$ cat src/ics_pkg.sv
// Shared constants and types for the input clock selector
package ics_pkg;

   // Register indices (word address on the bus)
   localparam logic [11:0] IDX_FORCE_HOLD = 12'h736;
   localparam logic [11:0] IDX_SWITCH     = 12'h737;
   localparam logic [11:0] IDX_MASKS      = 12'h738;
   localparam logic [11:0] IDX_PRIO01     = 12'h739;
   localparam logic [11:0] IDX_PRIO23     = 12'h73a;
   localparam logic [11:0] IDX_MANUAL_SEL = 12'h73f;
   localparam logic [11:0] IDX_STATUS     = 12'h741;

   // Field positions
   localparam int POS_FORCE   = 0;
   localparam int POS_MODE    = 0;
   localparam int POS_HSW     = 2;
   localparam int POS_LOS     = 0;
   localparam int POS_OOF     = 4;
   localparam int POS_RANK_LO = 0;
   localparam int POS_RANK_HI = 4;

   // Writable bits of each register
   localparam logic [7:0] MSK_FORCE  = 8'h01;
   localparam logic [7:0] MSK_SWITCH = 8'h07;
   localparam logic [7:0] MSK_MASKS  = 8'hff;
   localparam logic [7:0] MSK_PRIO   = 8'h77;
   localparam logic [7:0] MSK_MANUAL = 8'h07;

   // Reset values
   localparam logic [7:0] RST_FORCE  = 8'h00;
   localparam logic [7:0] RST_SWITCH = 8'h00;
   localparam logic [7:0] RST_MASKS  = 8'h00;
   localparam logic [7:0] RST_PRIO   = 8'h00;
   localparam logic [7:0] RST_MANUAL = 8'h00;

   // Rank limits and input numbering
   localparam logic [2:0] MAX_RANK_ZERO_ONE  = 3'h3;
   localparam logic [2:0] MAX_RANK_TWO_THREE = 3'h4;
   localparam logic [2:0] SEL_MAX            = 3'h4;
   localparam logic [2:0] SEL_FIRST_MANUAL   = 3'h3;

   typedef enum logic [1:0] {
      MODE_MANUAL      = 2'b00,
      MODE_AUTO_NONREV = 2'b01,
      MODE_AUTO_REV    = 2'b10,
      MODE_RESERVED    = 2'b11
   } ics_mode_t;

   typedef enum logic [1:0] {
      ST_MANUAL     = 2'b00,
      ST_AUTO_TRACK = 2'b01,
      ST_AUTO_HOLD  = 2'b10
   } ics_state_t;

endpackage : ics_pkg

$ cat src/ics_alarm_qual.sv
// Alarm synchroniser and mask qualifier for the four reference inputs
`timescale 1ns/1ps
module ics_alarm_qual (
   // Clock and reset
   input  wire logic       i_clk,
   input  wire logic       i_rst,
   // Raw alarms from the detectors
   input  wire logic [3:0] i_los,
   input  wire logic [3:0] i_oof,
   // Masks, 1 hides the alarm
   input  wire logic [3:0] i_los_mask,
   input  wire logic [3:0] i_oof_mask,
   // Inputs free of unmasked alarms
   output logic      [3:0] o_usable
);

   logic [3:0] los_meta;
   logic [3:0] los_sync;
   logic [3:0] oof_meta;
   logic [3:0] oof_sync;
   logic [3:0] usable_reg;
   logic [3:0] usable_next;

   genvar n;
   for (n = 0; n < 4; n++) begin : g_in
      always_ff @(posedge i_clk) begin
         if (i_rst) begin
            los_meta[n] <= 1'b0;
            los_sync[n] <= 1'b0;
            oof_meta[n] <= 1'b0;
            oof_sync[n] <= 1'b0;
         end else begin
            los_meta[n] <= i_los[n];
            los_sync[n] <= los_meta[n];
            oof_meta[n] <= i_oof[n];
            oof_sync[n] <= oof_meta[n];
         end
      end

      assign usable_next[n] = ~(los_sync[n] & ~i_los_mask[n])
                            & ~(oof_sync[n] & ~i_oof_mask[n]);

      property p_los_gate;
         @(posedge i_clk) disable iff (i_rst)
         (los_sync[n] && !i_los_mask[n]) |=> !o_usable[n];
      endproperty
      a_los_gate: assert property (p_los_gate) else $error("unmasked loss alarm left input usable");

      property p_oof_gate;
         @(posedge i_clk) disable iff (i_rst)
         (oof_sync[n] && !i_oof_mask[n]) |=> !o_usable[n];
      endproperty
      a_oof_gate: assert property (p_oof_gate) else $error("unmasked offset alarm left input usable");

      property p_mask_hides;
         @(posedge i_clk) disable iff (i_rst)
         (i_los_mask[n] && i_oof_mask[n]) |=> o_usable[n];
      endproperty
      a_mask_hides: assert property (p_mask_hides) else $error("fully masked input not usable");
   end

   always_ff @(posedge i_clk) begin
      if (i_rst) begin
         usable_reg <= 4'hf;
      end else begin
         usable_reg <= usable_next;
      end
   end

   assign o_usable = usable_reg;

endmodule : ics_alarm_qual

$ cat src/ics_rank_pick.sv
// Priority picker over the automatically selectable inputs
`timescale 1ns/1ps
module ics_rank_pick (
   // Clock and reset
   input  wire logic       i_clk,
   input  wire logic       i_rst,
   // Rank fields, input zero in the low bits
   input  wire logic [8:0] i_rank,
   input  wire logic [2:0] i_usable,
   // Result
   output logic      [2:0] o_cand_ok,
   output logic      [1:0] o_best_idx,
   output logic            o_best_valid
);

   logic [2:0] ok_c;
   logic [2:0] cand_reg;
   logic [1:0] best_idx_reg;
   logic [1:0] best_idx_next;
   logic       best_valid_reg;
   logic       best_valid_next;
   logic [2:0] best_rank;

   genvar e;
   for (e = 0; e < 3; e++) begin : g_ent
      localparam logic [2:0] LIM = (e == 2) ? ics_pkg::MAX_RANK_TWO_THREE
                                            : ics_pkg::MAX_RANK_ZERO_ONE;
      // Zero excludes; values above the limit are reserved and also exclude
      assign ok_c[e] = i_usable[e] && (i_rank[3*e +: 3] != 3'h0)
                    && (i_rank[3*e +: 3] <= LIM);

      property p_reserved_excluded;
         @(posedge i_clk) disable iff (i_rst)
         (i_rank[3*e +: 3] > LIM || i_rank[3*e +: 3] == 3'h0) |=> !o_cand_ok[e];
      endproperty
      a_reserved_excluded: assert property (p_reserved_excluded) else $error("excluded rank chosen");
   end

   // Lower rank wins; on a tie the lower input number wins
   always_comb begin
      best_idx_next   = 2'h0;
      best_valid_next = 1'b0;
      best_rank       = 3'h7;
      for (int k = 0; k < 3; k++) begin
         if (ok_c[k] && (!best_valid_next || i_rank[3*k +: 3] < best_rank)) begin
            best_valid_next = 1'b1;
            best_rank       = i_rank[3*k +: 3];
            best_idx_next   = 2'(k);
         end
      end
   end

   always_ff @(posedge i_clk) begin
      if (i_rst) begin
         cand_reg       <= 3'h0;
         best_idx_reg   <= 2'h0;
         best_valid_reg <= 1'b0;
      end else begin
         cand_reg       <= ok_c;
         best_idx_reg   <= best_idx_next;
         best_valid_reg <= best_valid_next;
      end
   end

   assign o_cand_ok    = cand_reg;
   assign o_best_idx   = best_idx_reg;
   assign o_best_valid = best_valid_reg;

   property p_valid_any;
      @(posedge i_clk) disable iff (i_rst)
      o_best_valid == (|o_cand_ok);
   endproperty
   a_valid_any: assert property (p_valid_any) else $error("best valid disagrees with candidates");

endmodule : ics_rank_pick

$ cat src/ics_input_selector.sv
// Input clock selector and holdover control for the fourth loop
`timescale 1ns/1ps
module ics_input_selector (
   // Clock and reset
   input  wire logic        I_CLK_SYS,
   input  wire logic        I_RST,
   // Avalon-MM slave, word addressed
   input  wire logic [11:0] I_AVS_ADDRESS,
   input  wire logic        I_AVS_READ,
   input  wire logic        I_AVS_WRITE,
   input  wire logic [31:0] I_AVS_WRITEDATA,
   input  wire logic [3:0]  I_AVS_BYTEENABLE,
   output logic      [31:0] O_AVS_READDATA,
   output logic             O_AVS_WAITREQUEST,
   // Alarms from the input detectors
   input  wire logic [3:0]  I_SIGNAL_LOSS_ALARM,
   input  wire logic [3:0]  I_FREQ_OFFSET_ALARM,
   // Loop control
   output logic      [2:0]  O_SELECTED_INPUT,
   output logic             O_HOLDOVER,
   output logic             O_PHASE_BUILDOUT_EN,
   output logic             O_SWITCH_PULSE
);

   ////////////////////////////////////////////////////////////////////////////
   // Declarations

   logic [7:0]  force_reg;
   logic [7:0]  force_next;
   logic [7:0]  switch_reg;
   logic [7:0]  switch_next;
   logic [7:0]  masks_reg;
   logic [7:0]  masks_next;
   logic [7:0]  prio01_reg;
   logic [7:0]  prio01_next;
   logic [7:0]  prio23_reg;
   logic [7:0]  prio23_next;
   logic [7:0]  manual_reg;
   logic [7:0]  manual_next;

   logic        ack_reg;
   logic        ack_next;
   logic [31:0] rdata_reg;
   logic [31:0] rdata_next;
   logic        req;
   logic        wr_en;
   logic [7:0]  status_byte;

   ics_pkg::ics_mode_t  mode;
   logic                mode_auto;
   logic [3:0]          usable;
   logic [2:0]          cand_ok;
   logic [3:0]          cand_ext;
   logic [1:0]          best_idx;
   logic                best_valid;
   logic [2:0]          man_sel;
   logic                man_lost;
   logic                cur_ok;

   ics_pkg::ics_state_t state_reg;
   ics_pkg::ics_state_t state_next;
   logic [2:0]          sel_reg;
   logic [2:0]          sel_next;
   logic                hold_reg;
   logic                hold_next;
   logic                pulse_reg;
   logic                pulse_next;

   ////////////////////////////////////////////////////////////////////////////
   // Bus slave: one wait cycle, then the access completes

   assign req               = I_AVS_READ | I_AVS_WRITE;
   assign O_AVS_WAITREQUEST = req & ~ack_reg;
   assign wr_en             = I_AVS_WRITE & ack_reg & I_AVS_BYTEENABLE[0];
   assign status_byte       = {usable, hold_reg, sel_reg};

   always_comb begin
      ack_next   = req & ~ack_reg;
      rdata_next = rdata_reg;
      if (I_AVS_READ && !ack_reg) begin
         case (I_AVS_ADDRESS)
            ics_pkg::IDX_FORCE_HOLD: rdata_next = {24'h000000, force_reg};
            ics_pkg::IDX_SWITCH:     rdata_next = {24'h000000, switch_reg};
            ics_pkg::IDX_MASKS:      rdata_next = {24'h000000, masks_reg};
            ics_pkg::IDX_PRIO01:     rdata_next = {24'h000000, prio01_reg};
            ics_pkg::IDX_PRIO23:     rdata_next = {24'h000000, prio23_reg};
            ics_pkg::IDX_MANUAL_SEL: rdata_next = {24'h000000, manual_reg};
            ics_pkg::IDX_STATUS:     rdata_next = {24'h000000, status_byte};
            default:                 rdata_next = 32'h00000000;
         endcase
      end
   end

   always_ff @(posedge I_CLK_SYS) begin
      if (I_RST) begin
         ack_reg   <= 1'b0;
         rdata_reg <= 32'h00000000;
      end else begin
         ack_reg   <= ack_next;
         rdata_reg <= rdata_next;
      end
   end

   assign O_AVS_READDATA = rdata_reg;

   ////////////////////////////////////////////////////////////////////////////
   // Control registers; unmapped and status writes are dropped

   always_comb begin
      force_next  = force_reg;
      switch_next = switch_reg;
      masks_next  = masks_reg;
      prio01_next = prio01_reg;
      prio23_next = prio23_reg;
      manual_next = manual_reg;
      if (wr_en) begin
         case (I_AVS_ADDRESS)
            ics_pkg::IDX_FORCE_HOLD: force_next  = I_AVS_WRITEDATA[7:0] & ics_pkg::MSK_FORCE;
            ics_pkg::IDX_SWITCH:     switch_next = I_AVS_WRITEDATA[7:0] & ics_pkg::MSK_SWITCH;
            ics_pkg::IDX_MASKS:      masks_next  = I_AVS_WRITEDATA[7:0] & ics_pkg::MSK_MASKS;
            ics_pkg::IDX_PRIO01:     prio01_next = I_AVS_WRITEDATA[7:0] & ics_pkg::MSK_PRIO;
            ics_pkg::IDX_PRIO23:     prio23_next = I_AVS_WRITEDATA[7:0] & ics_pkg::MSK_PRIO;
            ics_pkg::IDX_MANUAL_SEL: manual_next = I_AVS_WRITEDATA[7:0] & ics_pkg::MSK_MANUAL;
            default: begin
            end
         endcase
      end
   end

   always_ff @(posedge I_CLK_SYS) begin
      if (I_RST) begin
         force_reg  <= ics_pkg::RST_FORCE;
         switch_reg <= ics_pkg::RST_SWITCH;
         masks_reg  <= ics_pkg::RST_MASKS;
         prio01_reg <= ics_pkg::RST_PRIO;
         prio23_reg <= ics_pkg::RST_PRIO;
         manual_reg <= ics_pkg::RST_MANUAL;
      end else begin
         force_reg  <= force_next;
         switch_reg <= switch_next;
         masks_reg  <= masks_next;
         prio01_reg <= prio01_next;
         prio23_reg <= prio23_next;
         manual_reg <= manual_next;
      end
   end

   ////////////////////////////////////////////////////////////////////////////
   // Alarm qualification and priority search

   ics_alarm_qual u_alarm (
      .i_clk      (I_CLK_SYS),
      .i_rst      (I_RST),
      .i_los      (I_SIGNAL_LOSS_ALARM),
      .i_oof      (I_FREQ_OFFSET_ALARM),
      .i_los_mask (masks_reg[ics_pkg::POS_LOS +: 4]),
      .i_oof_mask (masks_reg[ics_pkg::POS_OOF +: 4]),
      .o_usable   (usable)
   );

   // Input three's rank is stored but never searched: it is manual only
   ics_rank_pick u_pick (
      .i_clk        (I_CLK_SYS),
      .i_rst        (I_RST),
      .i_rank       ({prio23_reg[ics_pkg::POS_RANK_LO +: 3],
                      prio01_reg[ics_pkg::POS_RANK_HI +: 3],
                      prio01_reg[ics_pkg::POS_RANK_LO +: 3]}),
      .i_usable     (usable[2:0]),
      .o_cand_ok    (cand_ok),
      .o_best_idx   (best_idx),
      .o_best_valid (best_valid)
   );

   ////////////////////////////////////////////////////////////////////////////
   // Selection state machine

   assign mode      = ics_pkg::ics_mode_t'(switch_reg[ics_pkg::POS_MODE +: 2]);
   assign mode_auto = (mode == ics_pkg::MODE_AUTO_NONREV) || (mode == ics_pkg::MODE_AUTO_REV);
   assign man_sel   = manual_reg[2:0];
   assign cand_ext  = {1'b0, cand_ok};
   assign cur_ok    = (sel_reg < ics_pkg::SEL_FIRST_MANUAL) && cand_ext[sel_reg[1:0]];
   // Input four has no alarm detector, so it never reads as lost
   assign man_lost  = (sel_reg < ics_pkg::SEL_MAX) && !usable[sel_reg[1:0]];

   always_comb begin
      state_next = state_reg;
      sel_next   = sel_reg;
      case (state_reg)
         ics_pkg::ST_MANUAL: begin
            if (mode_auto) begin
               if (best_valid) begin
                  state_next = ics_pkg::ST_AUTO_TRACK;
                  sel_next   = {1'b0, best_idx};
               end else begin
                  state_next = ics_pkg::ST_AUTO_HOLD;
               end
            end else if (man_sel <= ics_pkg::SEL_MAX) begin
               // Ranks are not consulted here; out-of-range picks are ignored
               sel_next = man_sel;
            end
         end
         ics_pkg::ST_AUTO_TRACK: begin
            if (!mode_auto) begin
               state_next = ics_pkg::ST_MANUAL;
            end else if (mode == ics_pkg::MODE_AUTO_NONREV && cur_ok) begin
               sel_next = sel_reg;
            end else if (best_valid) begin
               sel_next = {1'b0, best_idx};
            end else begin
               state_next = ics_pkg::ST_AUTO_HOLD;
            end
         end
         ics_pkg::ST_AUTO_HOLD: begin
            if (!mode_auto) begin
               state_next = ics_pkg::ST_MANUAL;
            end else if (best_valid) begin
               state_next = ics_pkg::ST_AUTO_TRACK;
               sel_next   = {1'b0, best_idx};
            end
         end
         default: begin
            state_next = ics_pkg::ST_MANUAL;
         end
      endcase
   end

   always_comb begin
      hold_next = force_reg[ics_pkg::POS_FORCE]
                | (state_reg == ics_pkg::ST_AUTO_HOLD)
                | ((state_reg == ics_pkg::ST_MANUAL) && man_lost);
      pulse_next = (sel_next != sel_reg);
   end

   always_ff @(posedge I_CLK_SYS) begin
      if (I_RST) begin
         state_reg <= ics_pkg::ST_MANUAL;
         sel_reg   <= 3'h0;
         hold_reg  <= 1'b0;
         pulse_reg <= 1'b0;
      end else begin
         state_reg <= state_next;
         sel_reg   <= sel_next;
         hold_reg  <= hold_next;
         pulse_reg <= pulse_next;
      end
   end

   assign O_SELECTED_INPUT    = sel_reg;
   assign O_HOLDOVER          = hold_reg;
   // Hitless switching runs with phase buildout, glitchless without
   assign O_PHASE_BUILDOUT_EN = switch_reg[ics_pkg::POS_HSW];
   assign O_SWITCH_PULSE      = pulse_reg;

   ////////////////////////////////////////////////////////////////////////////
   // Checks

   property p_force_hold;
      @(posedge I_CLK_SYS) disable iff (I_RST)
      force_reg[ics_pkg::POS_FORCE] |=> O_HOLDOVER;
   endproperty
   a_force_hold: assert property (p_force_hold) else $error("force bit did not hold the loop");

   property p_hold_cause;
      @(posedge I_CLK_SYS) disable iff (I_RST)
      O_HOLDOVER |-> $past(force_reg[ics_pkg::POS_FORCE])
                  || $past(state_reg) == ics_pkg::ST_AUTO_HOLD
                  || ($past(state_reg) == ics_pkg::ST_MANUAL && $past(man_lost));
   endproperty
   a_hold_cause: assert property (p_hold_cause) else $error("holdover without a cause");

   property p_manual_mode;
      @(posedge I_CLK_SYS) disable iff (I_RST)
      !mode_auto |=> state_reg == ics_pkg::ST_MANUAL;
   endproperty
   a_manual_mode: assert property (p_manual_mode) else $error("manual or reserved mode left manual");

   property p_auto_low_only;
      @(posedge I_CLK_SYS) disable iff (I_RST)
      state_reg == ics_pkg::ST_AUTO_TRACK |-> sel_reg < ics_pkg::SEL_FIRST_MANUAL;
   endproperty
   a_auto_low_only: assert property (p_auto_low_only) else $error("automatic pick of manual-only input");

   property p_style_write;
      @(posedge I_CLK_SYS) disable iff (I_RST)
      (wr_en && I_AVS_ADDRESS == ics_pkg::IDX_SWITCH)
         |=> O_PHASE_BUILDOUT_EN == $past(I_AVS_WRITEDATA[ics_pkg::POS_HSW]);
   endproperty
   a_style_write: assert property (p_style_write) else $error("switching style not applied");

   property p_manual_follow;
      @(posedge I_CLK_SYS) disable iff (I_RST)
      (state_reg == ics_pkg::ST_MANUAL && !mode_auto && man_sel <= ics_pkg::SEL_MAX)
         |=> O_SELECTED_INPUT == $past(man_sel)
             && O_SWITCH_PULSE == ($past(man_sel) != $past(O_SELECTED_INPUT));
   endproperty
   a_manual_follow: assert property (p_manual_follow) else $error("manual pick not followed");

   property p_revert;
      @(posedge I_CLK_SYS) disable iff (I_RST)
      (state_reg == ics_pkg::ST_AUTO_TRACK && mode == ics_pkg::MODE_AUTO_REV && best_valid)
         |=> O_SELECTED_INPUT == {1'b0, $past(best_idx)};
   endproperty
   a_revert: assert property (p_revert) else $error("revertive mode not on best input");

   property p_no_clean;
      @(posedge I_CLK_SYS) disable iff (I_RST)
      (mode_auto && !best_valid) |=> state_reg == ics_pkg::ST_AUTO_HOLD ##1 O_HOLDOVER;
   endproperty
   a_no_clean: assert property (p_no_clean) else $error("no clean input but no holdover");

   // Non-revertive: a clean current input is never left for a better one
   property p_nonrev_keep;
      @(posedge I_CLK_SYS) disable iff (I_RST)
      (state_reg == ics_pkg::ST_AUTO_TRACK && mode == ics_pkg::MODE_AUTO_NONREV && cur_ok)
         |=> O_SELECTED_INPUT == $past(O_SELECTED_INPUT);
   endproperty
   a_nonrev_keep: assert property (p_nonrev_keep) else $error("non-revertive mode left a clean input");

   // Tracking a clean input keeps the loop out of holdover unless forced
   property p_track_no_hold;
      @(posedge I_CLK_SYS) disable iff (I_RST)
      (state_reg == ics_pkg::ST_AUTO_TRACK && !force_reg[ics_pkg::POS_FORCE]) |=> !O_HOLDOVER;
   endproperty
   a_track_no_hold: assert property (p_track_no_hold) else $error("holdover while tracking a clean input");

   // The pulse marks exactly the cycles in which the selection moved
   property p_pulse_change;
      @(posedge I_CLK_SYS) disable iff (I_RST)
      O_SWITCH_PULSE == (O_SELECTED_INPUT != $past(O_SELECTED_INPUT));
   endproperty
   a_pulse_change: assert property (p_pulse_change) else $error("switch pulse disagrees with selection");

   property p_wait_one;
      @(posedge I_CLK_SYS) disable iff (I_RST)
      ($rose(req) || (req && $past(ack_reg))) |-> O_AVS_WAITREQUEST ##1 !O_AVS_WAITREQUEST;
   endproperty
   a_wait_one: assert property (p_wait_one) else $error("bus answer not after one wait cycle");

endmodule : ics_input_selector

$ cat config.mk
export PLATFORM = sky130hd
export DESIGN_NAME = ics_input_selector
export DESIGN_NICKNAME = d
export VERILOG_FILES = /design/src/ics_pkg.sv /design/src/ics_alarm_qual.sv /design/src/ics_rank_pick.sv /design/src/ics_input_selector.sv
export SDC_FILE = /design/constraint.sdc
export NUM_CORES = 1
export LEC_CHECK = 0
export ABC_AREA = 1
export BUFFER_PORTS_ARGS = -buffer_cell sky130_fd_sc_hd__clkbuf_2
export CELL_PAD_IN_SITES_DETAIL_PLACEMENT = 1
export CELL_PAD_IN_SITES_GLOBAL_PLACEMENT = 1
export CORE_UTILIZATION = 36
export DETAILED_ROUTE_END_ITERATION = 10
export PLACE_DENSITY = 0.88
export SLEW_MARGIN = 20
export SYNTH_ARGS = -nofsm -noshare
export SYNTH_HDL_FRONTEND = slang
export SYNTH_SLANG_ARGS = --single-unit
$ cat constraint.sdc
create_clock -name I_CLK_SYS -period 3.1 [get_ports I_CLK_SYS]
set_clock_uncertainty 0.1 [all_clocks]
set_input_delay 0.62 -clock I_CLK_SYS [delete_from_list [all_inputs] [get_ports I_CLK_SYS]]
set_output_delay 0.62 -clock I_CLK_SYS [all_outputs]
set_load 0.005 [all_outputs]
==> Word-level counts from Yosys, hierarchy flattened <==
Cells that the tools add are included.
{ "op_classes": {"n_addsub": 0, "n_mul": 0, "n_div": 0, "n_lt_le_gt_ge": 9, "n_eq_ne": 16, "n_shift": 0, "mux": 27, "n_bitwise": 35, "n_reduce_logical": 32} }
{ "ops": {"columns": ["cell", "n"], "rows": [
  ["12-bit by 11-bit equality test with 1-bit output (second input constant)", 7],
  ["8-bit one-hot mux with 7 select lines", 1],
  ["3-bit two-way mux", 8],
  ["1-bit inverter", 17],
  ["2-bit two-way mux", 8],
  ["1-bit bitwise AND", 15],
  ["1-bit logical AND", 13],
  ["2-bit AND reduction", 6],
  ["3-bit one-hot mux with 3 select lines", 1],
  ["3-bit nonzero test", 3],
  ["3-bit by 2-bit less-or-equal comparator with 1-bit output (second input constant)", 2],
  ["3-bit less-or-equal comparator (second input constant)", 2],
  ["3-bit < comparator", 2],
  ["1-bit two-way mux", 6],
  ["3-bit inequality test (second input constant)", 2],
  ["2-bit one-hot mux with 3 select lines", 1],
  ["1-bit binary-select mux with 2-bit select", 2],
  ["2-bit by 1-bit equality test with 1-bit output (second input constant)", 2],
  ["2-bit equality test (second input constant)", 2],
  ["1-bit logical NOT", 4],
  ["4-bit AND reduction", 1],
  ["1-bit logical OR", 3],
  ["2-bit by 3-bit < comparator with 1-bit output (second input constant)", 1],
  ["3-bit by 2-bit < comparator with 1-bit output (second input constant)", 1],
  ["other kinds (7)", 9]
]} }
{ "word_totals": {"register_bits": 93, "latchBits": 0, "mem_bits_rw": 0, "mem_bits_ro": 0, "inputBits": 60, "out_inout_bits": 39, "word_cells": 152, "n_memories": 0} }

==> Longest topological paths before layout <==
{ "logic_depth": {"word_depth": 12, "mapped_depth": 22, "ltp_nobuf": 22} }

==> By module <==
A second synthesis with hierarchy kept.
{ "unflattened": {"cells_unflattened": 498, "hier_area_um2": 3616.0} }
{ "by_module_without_submodules": {"columns": ["module", "n_inst", "cells_each", "area_each_um2", "seq_area_each_um2"], "rows": [
  ["ics_input_selector", 1, 361, 2562.5, 860.8],
  ["ics_alarm_qual", 1, 79, 640.6, 400.4],
  ["ics_rank_pick", 1, 58, 412.9, 120.1]
]} }

==> Least setup slack after synthesis <==
OpenSTA, ideal clock, no wires.
{ "synth_timing": {"path_type": "register -> register", "start": "reg prio01_reg[2]", "end": "reg u_pick.best_idx_reg[1], in the netlist u_pick.o_best_idx[1]", "setup_ns": 0.128, "t_arrival_ns": 2.027, "required_ns": 2.872, "slack_ns": 0.846, "path_stages_with_launch": 23, "n_path_buf": 0, "synth_period_minus_slack_ns": 2.254, "cell_sequence": "dfxtp_1 > inv_1 > nand2_1 > nor2_1 > inv_1 > nor2_1 > ha_1 > nand2_1 > inv_1 > nand2_1 > nand2_1 > nand2_1 > nand2_1 > nand2_1 > o21ai_0 > ha_1 > nand2_1 > inv_1 > nand2_1 > nand2_1 > nand2_1 > nand2_1 > nor2_1"} }
{ "synth_via": {"elab_chain_cells": 12, "elab_cells_between_ends": 17, "classes_between": "3 x order compare; 5 x mux; 9 x reduce/logical"} }
{ "synth_lines": {"columns": ["item", "line", "source"], "rows": [
  ["start: declaration", "ics_input_selector.sv:34", "logic [7:0] prio01_reg;"],
  ["start signal: assignment", "ics_input_selector.sv:135", "prio01_reg <= ics_pkg::RST_PRIO;"],
  ["start signal: assignment", "ics_input_selector.sv:142", "prio01_reg <= prio01_next;"],
  ["branches (longest 9 deep; another with 3-bit by 2-bit less-or-equal comparator with 1-bit output)", null, null],
  ["1-bit logical OR (*)", "ics_rank_pick.sv:45", "if (ok_c[k] && (!best_valid_next || i_rank[3*k +: 3] < best_rank)) begin"],
  ["1-bit logical AND (*)", "ics_rank_pick.sv:45", null],
  ["2-bit two-way mux (*)", "ics_rank_pick.sv:45", null],
  ["end signal: assignment", "ics_rank_pick.sv:60", "best_idx_reg <= best_idx_next;"],
  ["end: declaration", "ics_rank_pick.sv:18", "logic [1:0] best_idx_reg;"]
]} }
Every way passes the cells marked *.
A chain may end at the register's enable or synchronous reset.

==> Worst setup path in the final report <==
{ "layout_timing": {"start": "reg u_alarm.usable_reg[0], in the netlist u_alarm.o_usable[0]", "end": "reg u_pick.best_idx_reg[0], in the netlist u_pick.o_best_idx[0]"} }
{ "layout_via": {"elab_chain_cells": 11, "elab_cells_between_ends": 16, "classes_between": "2 x order compare; 5 x mux; 9 x reduce/logical"} }
{ "layout_lines": {"columns": ["item", "line", "source"], "rows": [
  ["start: declaration", "ics_alarm_qual.sv:21", "logic [3:0] usable_reg;"],
  ["start signal: assignment", "ics_alarm_qual.sv:66", "usable_reg <= usable_next;"],
  ["1-bit logical AND (*)", "ics_rank_pick.sv:29", "assign ok_c[e] = i_usable[e] && (i_rank[3*e +: 3] != 3'h0)"],
  ["1-bit logical AND (*)", "ics_rank_pick.sv:30", "&& (i_rank[3*e +: 3] <= LIM);"],
  ["3-bit two-way mux or 1-bit two-way mux (tied branches)", "ics_rank_pick.sv:45", null],
  ["3-bit < comparator or 1-bit logical NOT (tied branches)", "ics_rank_pick.sv:45", null],
  ["1-bit logical OR", "ics_rank_pick.sv:45", null],
  ["1-bit logical AND", "ics_rank_pick.sv:45", null],
  ["3-bit two-way mux or 1-bit two-way mux (tied branches)", "ics_rank_pick.sv:45", null],
  ["3-bit < comparator or 1-bit logical NOT (tied branches)", "ics_rank_pick.sv:45", null],
  ["1-bit logical OR", "ics_rank_pick.sv:45", null],
  ["1-bit logical AND", "ics_rank_pick.sv:45", null],
  ["2-bit OR reduction (no source line)", null, null]
]} }
Every way passes the cells marked *; elsewhere a longest branch is shown, timed or not.

==> results.sh <==
export IMPL_outcome="completed"
export IMPL_place_congestion=0.8353
export IMPL_p_switching_uw=555.8
export IMPL_clock_path_buffers=2
export IMPL_drt_vias_per_instance=5.018
export IMPL_wl_per_cell_um=14.52
export IMPL_cp_cell_sequence="nand2_1 -> nor2_1 -> inv_1 -> nor2_1 -> ha_1 -> nand2_1 -> inv_1 -> nand2_1 -> nand2_1 -> nand2_1 -> nand2_1 -> nand2_1 -> o21ai_0 -> ha_1 -> nand2_1 -> inv_1 -> nand2_1 -> nand2_1 -> nand2_1 -> a21oi_1"
export IMPL_hp_class="register to register"
export IMPL_syn_mean_instance_area_um2=6.982
export IMPL_dpl_hpwl_mm=6.814
export IMPL_syn_inst=486
export IMPL_die_area_um2=9818
export IMPL_synthTopCellsByArea="dfxtp_1, nand2_1, inv_1, a21oi_1, o21ai_0"
export IMPL_cts_resized=0
export IMPL_numCtsBuffers=9
export IMPL_ir_drop_v=0.0004459
export IMPL_syn2layout_area_growth_pct=12.98
export IMPL_dr_wl_met2_mm=5.121
export IMPL_rows=35
export IMPL_cpMaxStageDelayCell="dfxtp_1"
export IMPL_worstSetupPathType="register to register"
export IMPL_grt_util_all_layers_pct=20.76
export IMPL_crit_fanout=4
export IMPL_cp_start_kind="register"
export IMPL_cts_setup_buffers=0
export IMPL_drive_gt1_share_pct=14.68
export IMPL_relSlewSlack_pct=39.11
export IMPL_ios=99
export IMPL_setup_tns_final_ns=0
export IMPL_cap_violations=0
export IMPL_nets=598
export IMPL_tightestPinTransition_ns=0.9124
export IMPL_clk_latency_ns=0.36
export IMPL_fin_hold_ws_ns=0.3045
export IMPL_synthArstFlopShare_pct=0
export IMPL_reg2reg_depth=20
export IMPL_endpoint_kind="register"
export IMPL_crit_path_max_incr_delay_ns=0.43
export IMPL_drt_first_pass_iters=4
export IMPL_portBuffers=47
export IMPL_seqPwrFrac_pct=49.1
export IMPL_clkTransAtPathRegs_ns=0.08
export IMPL_initial_core_util_pct=36.90
export IMPL_cts_root_buf="clkbuf_8"
export IMPL_power_density_nw_per_um2=502.7
export IMPL_yosysMostFrequentCell="nand2_1"
export IMPL_hold_violations=0
export IMPL_diodes=0
export IMPL_drtIter0Drc=138
export IMPL_arrival_ns=2.97
export IMPL_synth_ff_type="dfxtp_1"
export IMPL_netlist_area_um2=3393
export IMPL_grt_pass1_vias=3290
export IMPL_hold_path_depth=2
export IMPL_synth_seq_area_share_pct=40.71
export IMPL_p_int_uw=1371
export IMPL_ys_top_cells_by_count="nand2_1, inv_1, dfxtp_1"
export IMPL_yosys_warnings=0
export IMPL_fmax_ghz=0.3599
export IMPL_antenna_found_initial=0
export IMPL_dieHeight_um=99.09
export IMPL_rsz0062_at_grt="no"
export IMPL_met1_length_mm=3.814
export IMPL_drc=0
export IMPL_ys_types=31
export IMPL_vias=3257
export IMPL_hold_buffers=0
export IMPL_met3_wirelength_um=295
export IMPL_tritoncts="yes"
export IMPL_swShare_pct=28.84
export IMPL_synth_edf_count=0
export IMPL_yosys_register_bits=69
export IMPL_grt_pass1_wl_mm=15.76
export IMPL_htree_levels=3
export IMPL_p_comb_share_pct=11.7
export IMPL_routed_wl_mm=9.426
export IMPL_coreArea_um2=9196
export IMPL_grt_ovfl_total=0
export IMPL_yosysTopAreaCellShare_pct=40.71
export IMPL_cpMostUsedCell="nand2_1"
export IMPL_drv_slew=0
export IMPL_cts_sinks=69
export IMPL_finalSetupViolCount=0
export IMPL_cp_required_ns=3.29
export IMPL_yosysTopAreaCell="dfxtp_1"
export IMPL_fin_crit_ns=2.779
export IMPL_drtAntennaViolNets=0
export IMPL_p_leak_uw=0.001735
export IMPL_top_layer_used="met4"
export IMPL_period_share_pct=89.63
export IMPL_pwr_share_clk_pct=39.2
export IMPL_grt_max_degree=37
export IMPL_die_w_um=99.09
power groups by stage:
stage	Combinational, µW	Sequential (µW)	Clock (µW)
2_1_floorplan	167	959	0
3_3_place_gp	213	964	0
3_5_place_dp	223	966	0
4_1_cts	226	946	769
5_1_grt	259	950	803
6_report	226	947	755
cell usage in the layout (no fill, tap or decap), types with 5 or more instances in the layout:
cell type	instances
a21oi_1	50
clkbuf_2	47
clkbuf_8	9
conb_1	24
dfxtp_1	69
ha_1	5
inv_1	75
nand2_1	80
nand3_1	23
nor2_1	56
nor3_1	6
o21ai_0	50
o22ai_1	6
critical path: cells and delay by family, from the launching register on:
kind / cells / cell delay [ns]
buf+inv: 3 / 0.19
fa+ha+maj: 2 / 0.56
simple gates: 13 / 1.17
flops: 1 / 0.43
compound gates: 2 / 0.25
through the flow:
stage / power (µW) / worst slack (ns) / cell area [µm²] / util [%] / cells
after detailed placement: 1190 / 0.4333 / 3635 / 39.52 / 633
after floorplan: 1126 / 0.8457 / 3480 / - / 509
final: 1927 / 0.3214 / 3834 / 41.69 / 649
after global routing: 2012 / 0.05714 / 3834 / 41.69 / 649
after global placement: 1177 / 0.5812 / 3635 / 39.52 / 633
after CTS: 1941 / 0.2997 / 3834 / 41.69 / 649
layout make-up:
class,count,area [µm²]
clock inverters,6,71.32
flip-flops and latches,69,1381
fillers,1219,5363
inverters,79,296.5
clock buffers,10,127.6
repair buffers,48,242.7
well taps,111,138.9
multi-input cells,326,1575
metal layers:
layer / vias to the layer above / GRT usage, %
met5: - / 0
met4: 0 / 7.579
met3: 15 / 4.113
met2: 54 / 39.86
met1: 1572 / 22.39
li1: 1616 / -
worst paths after layout:
kind | start | endpoint | slack [ns]
min | u_alarm.los_meta[0] | u_alarm.los_sync[0] | 0.30
max | u_alarm.o_usable[0] | u_pick.o_best_idx[0] | 0.32
min reg2reg | u_alarm.los_meta[0] | u_alarm.los_sync[0] | 0.30
max reg2reg | u_alarm.o_usable[0] | u_pick.o_best_idx[0] | 0.32
cell families after synthesis:
logic type      after synthesis  share of synthesized area (%)
other cells                   1                         0.1105
buf+inv                     114                          15.41
simple gates                177                          22.79
fa+ha+maj                     5                          1.844
compound gates              120                          19.14
flops                        69                          40.71
Note: power is estimated with default switching activity, not from simulation.
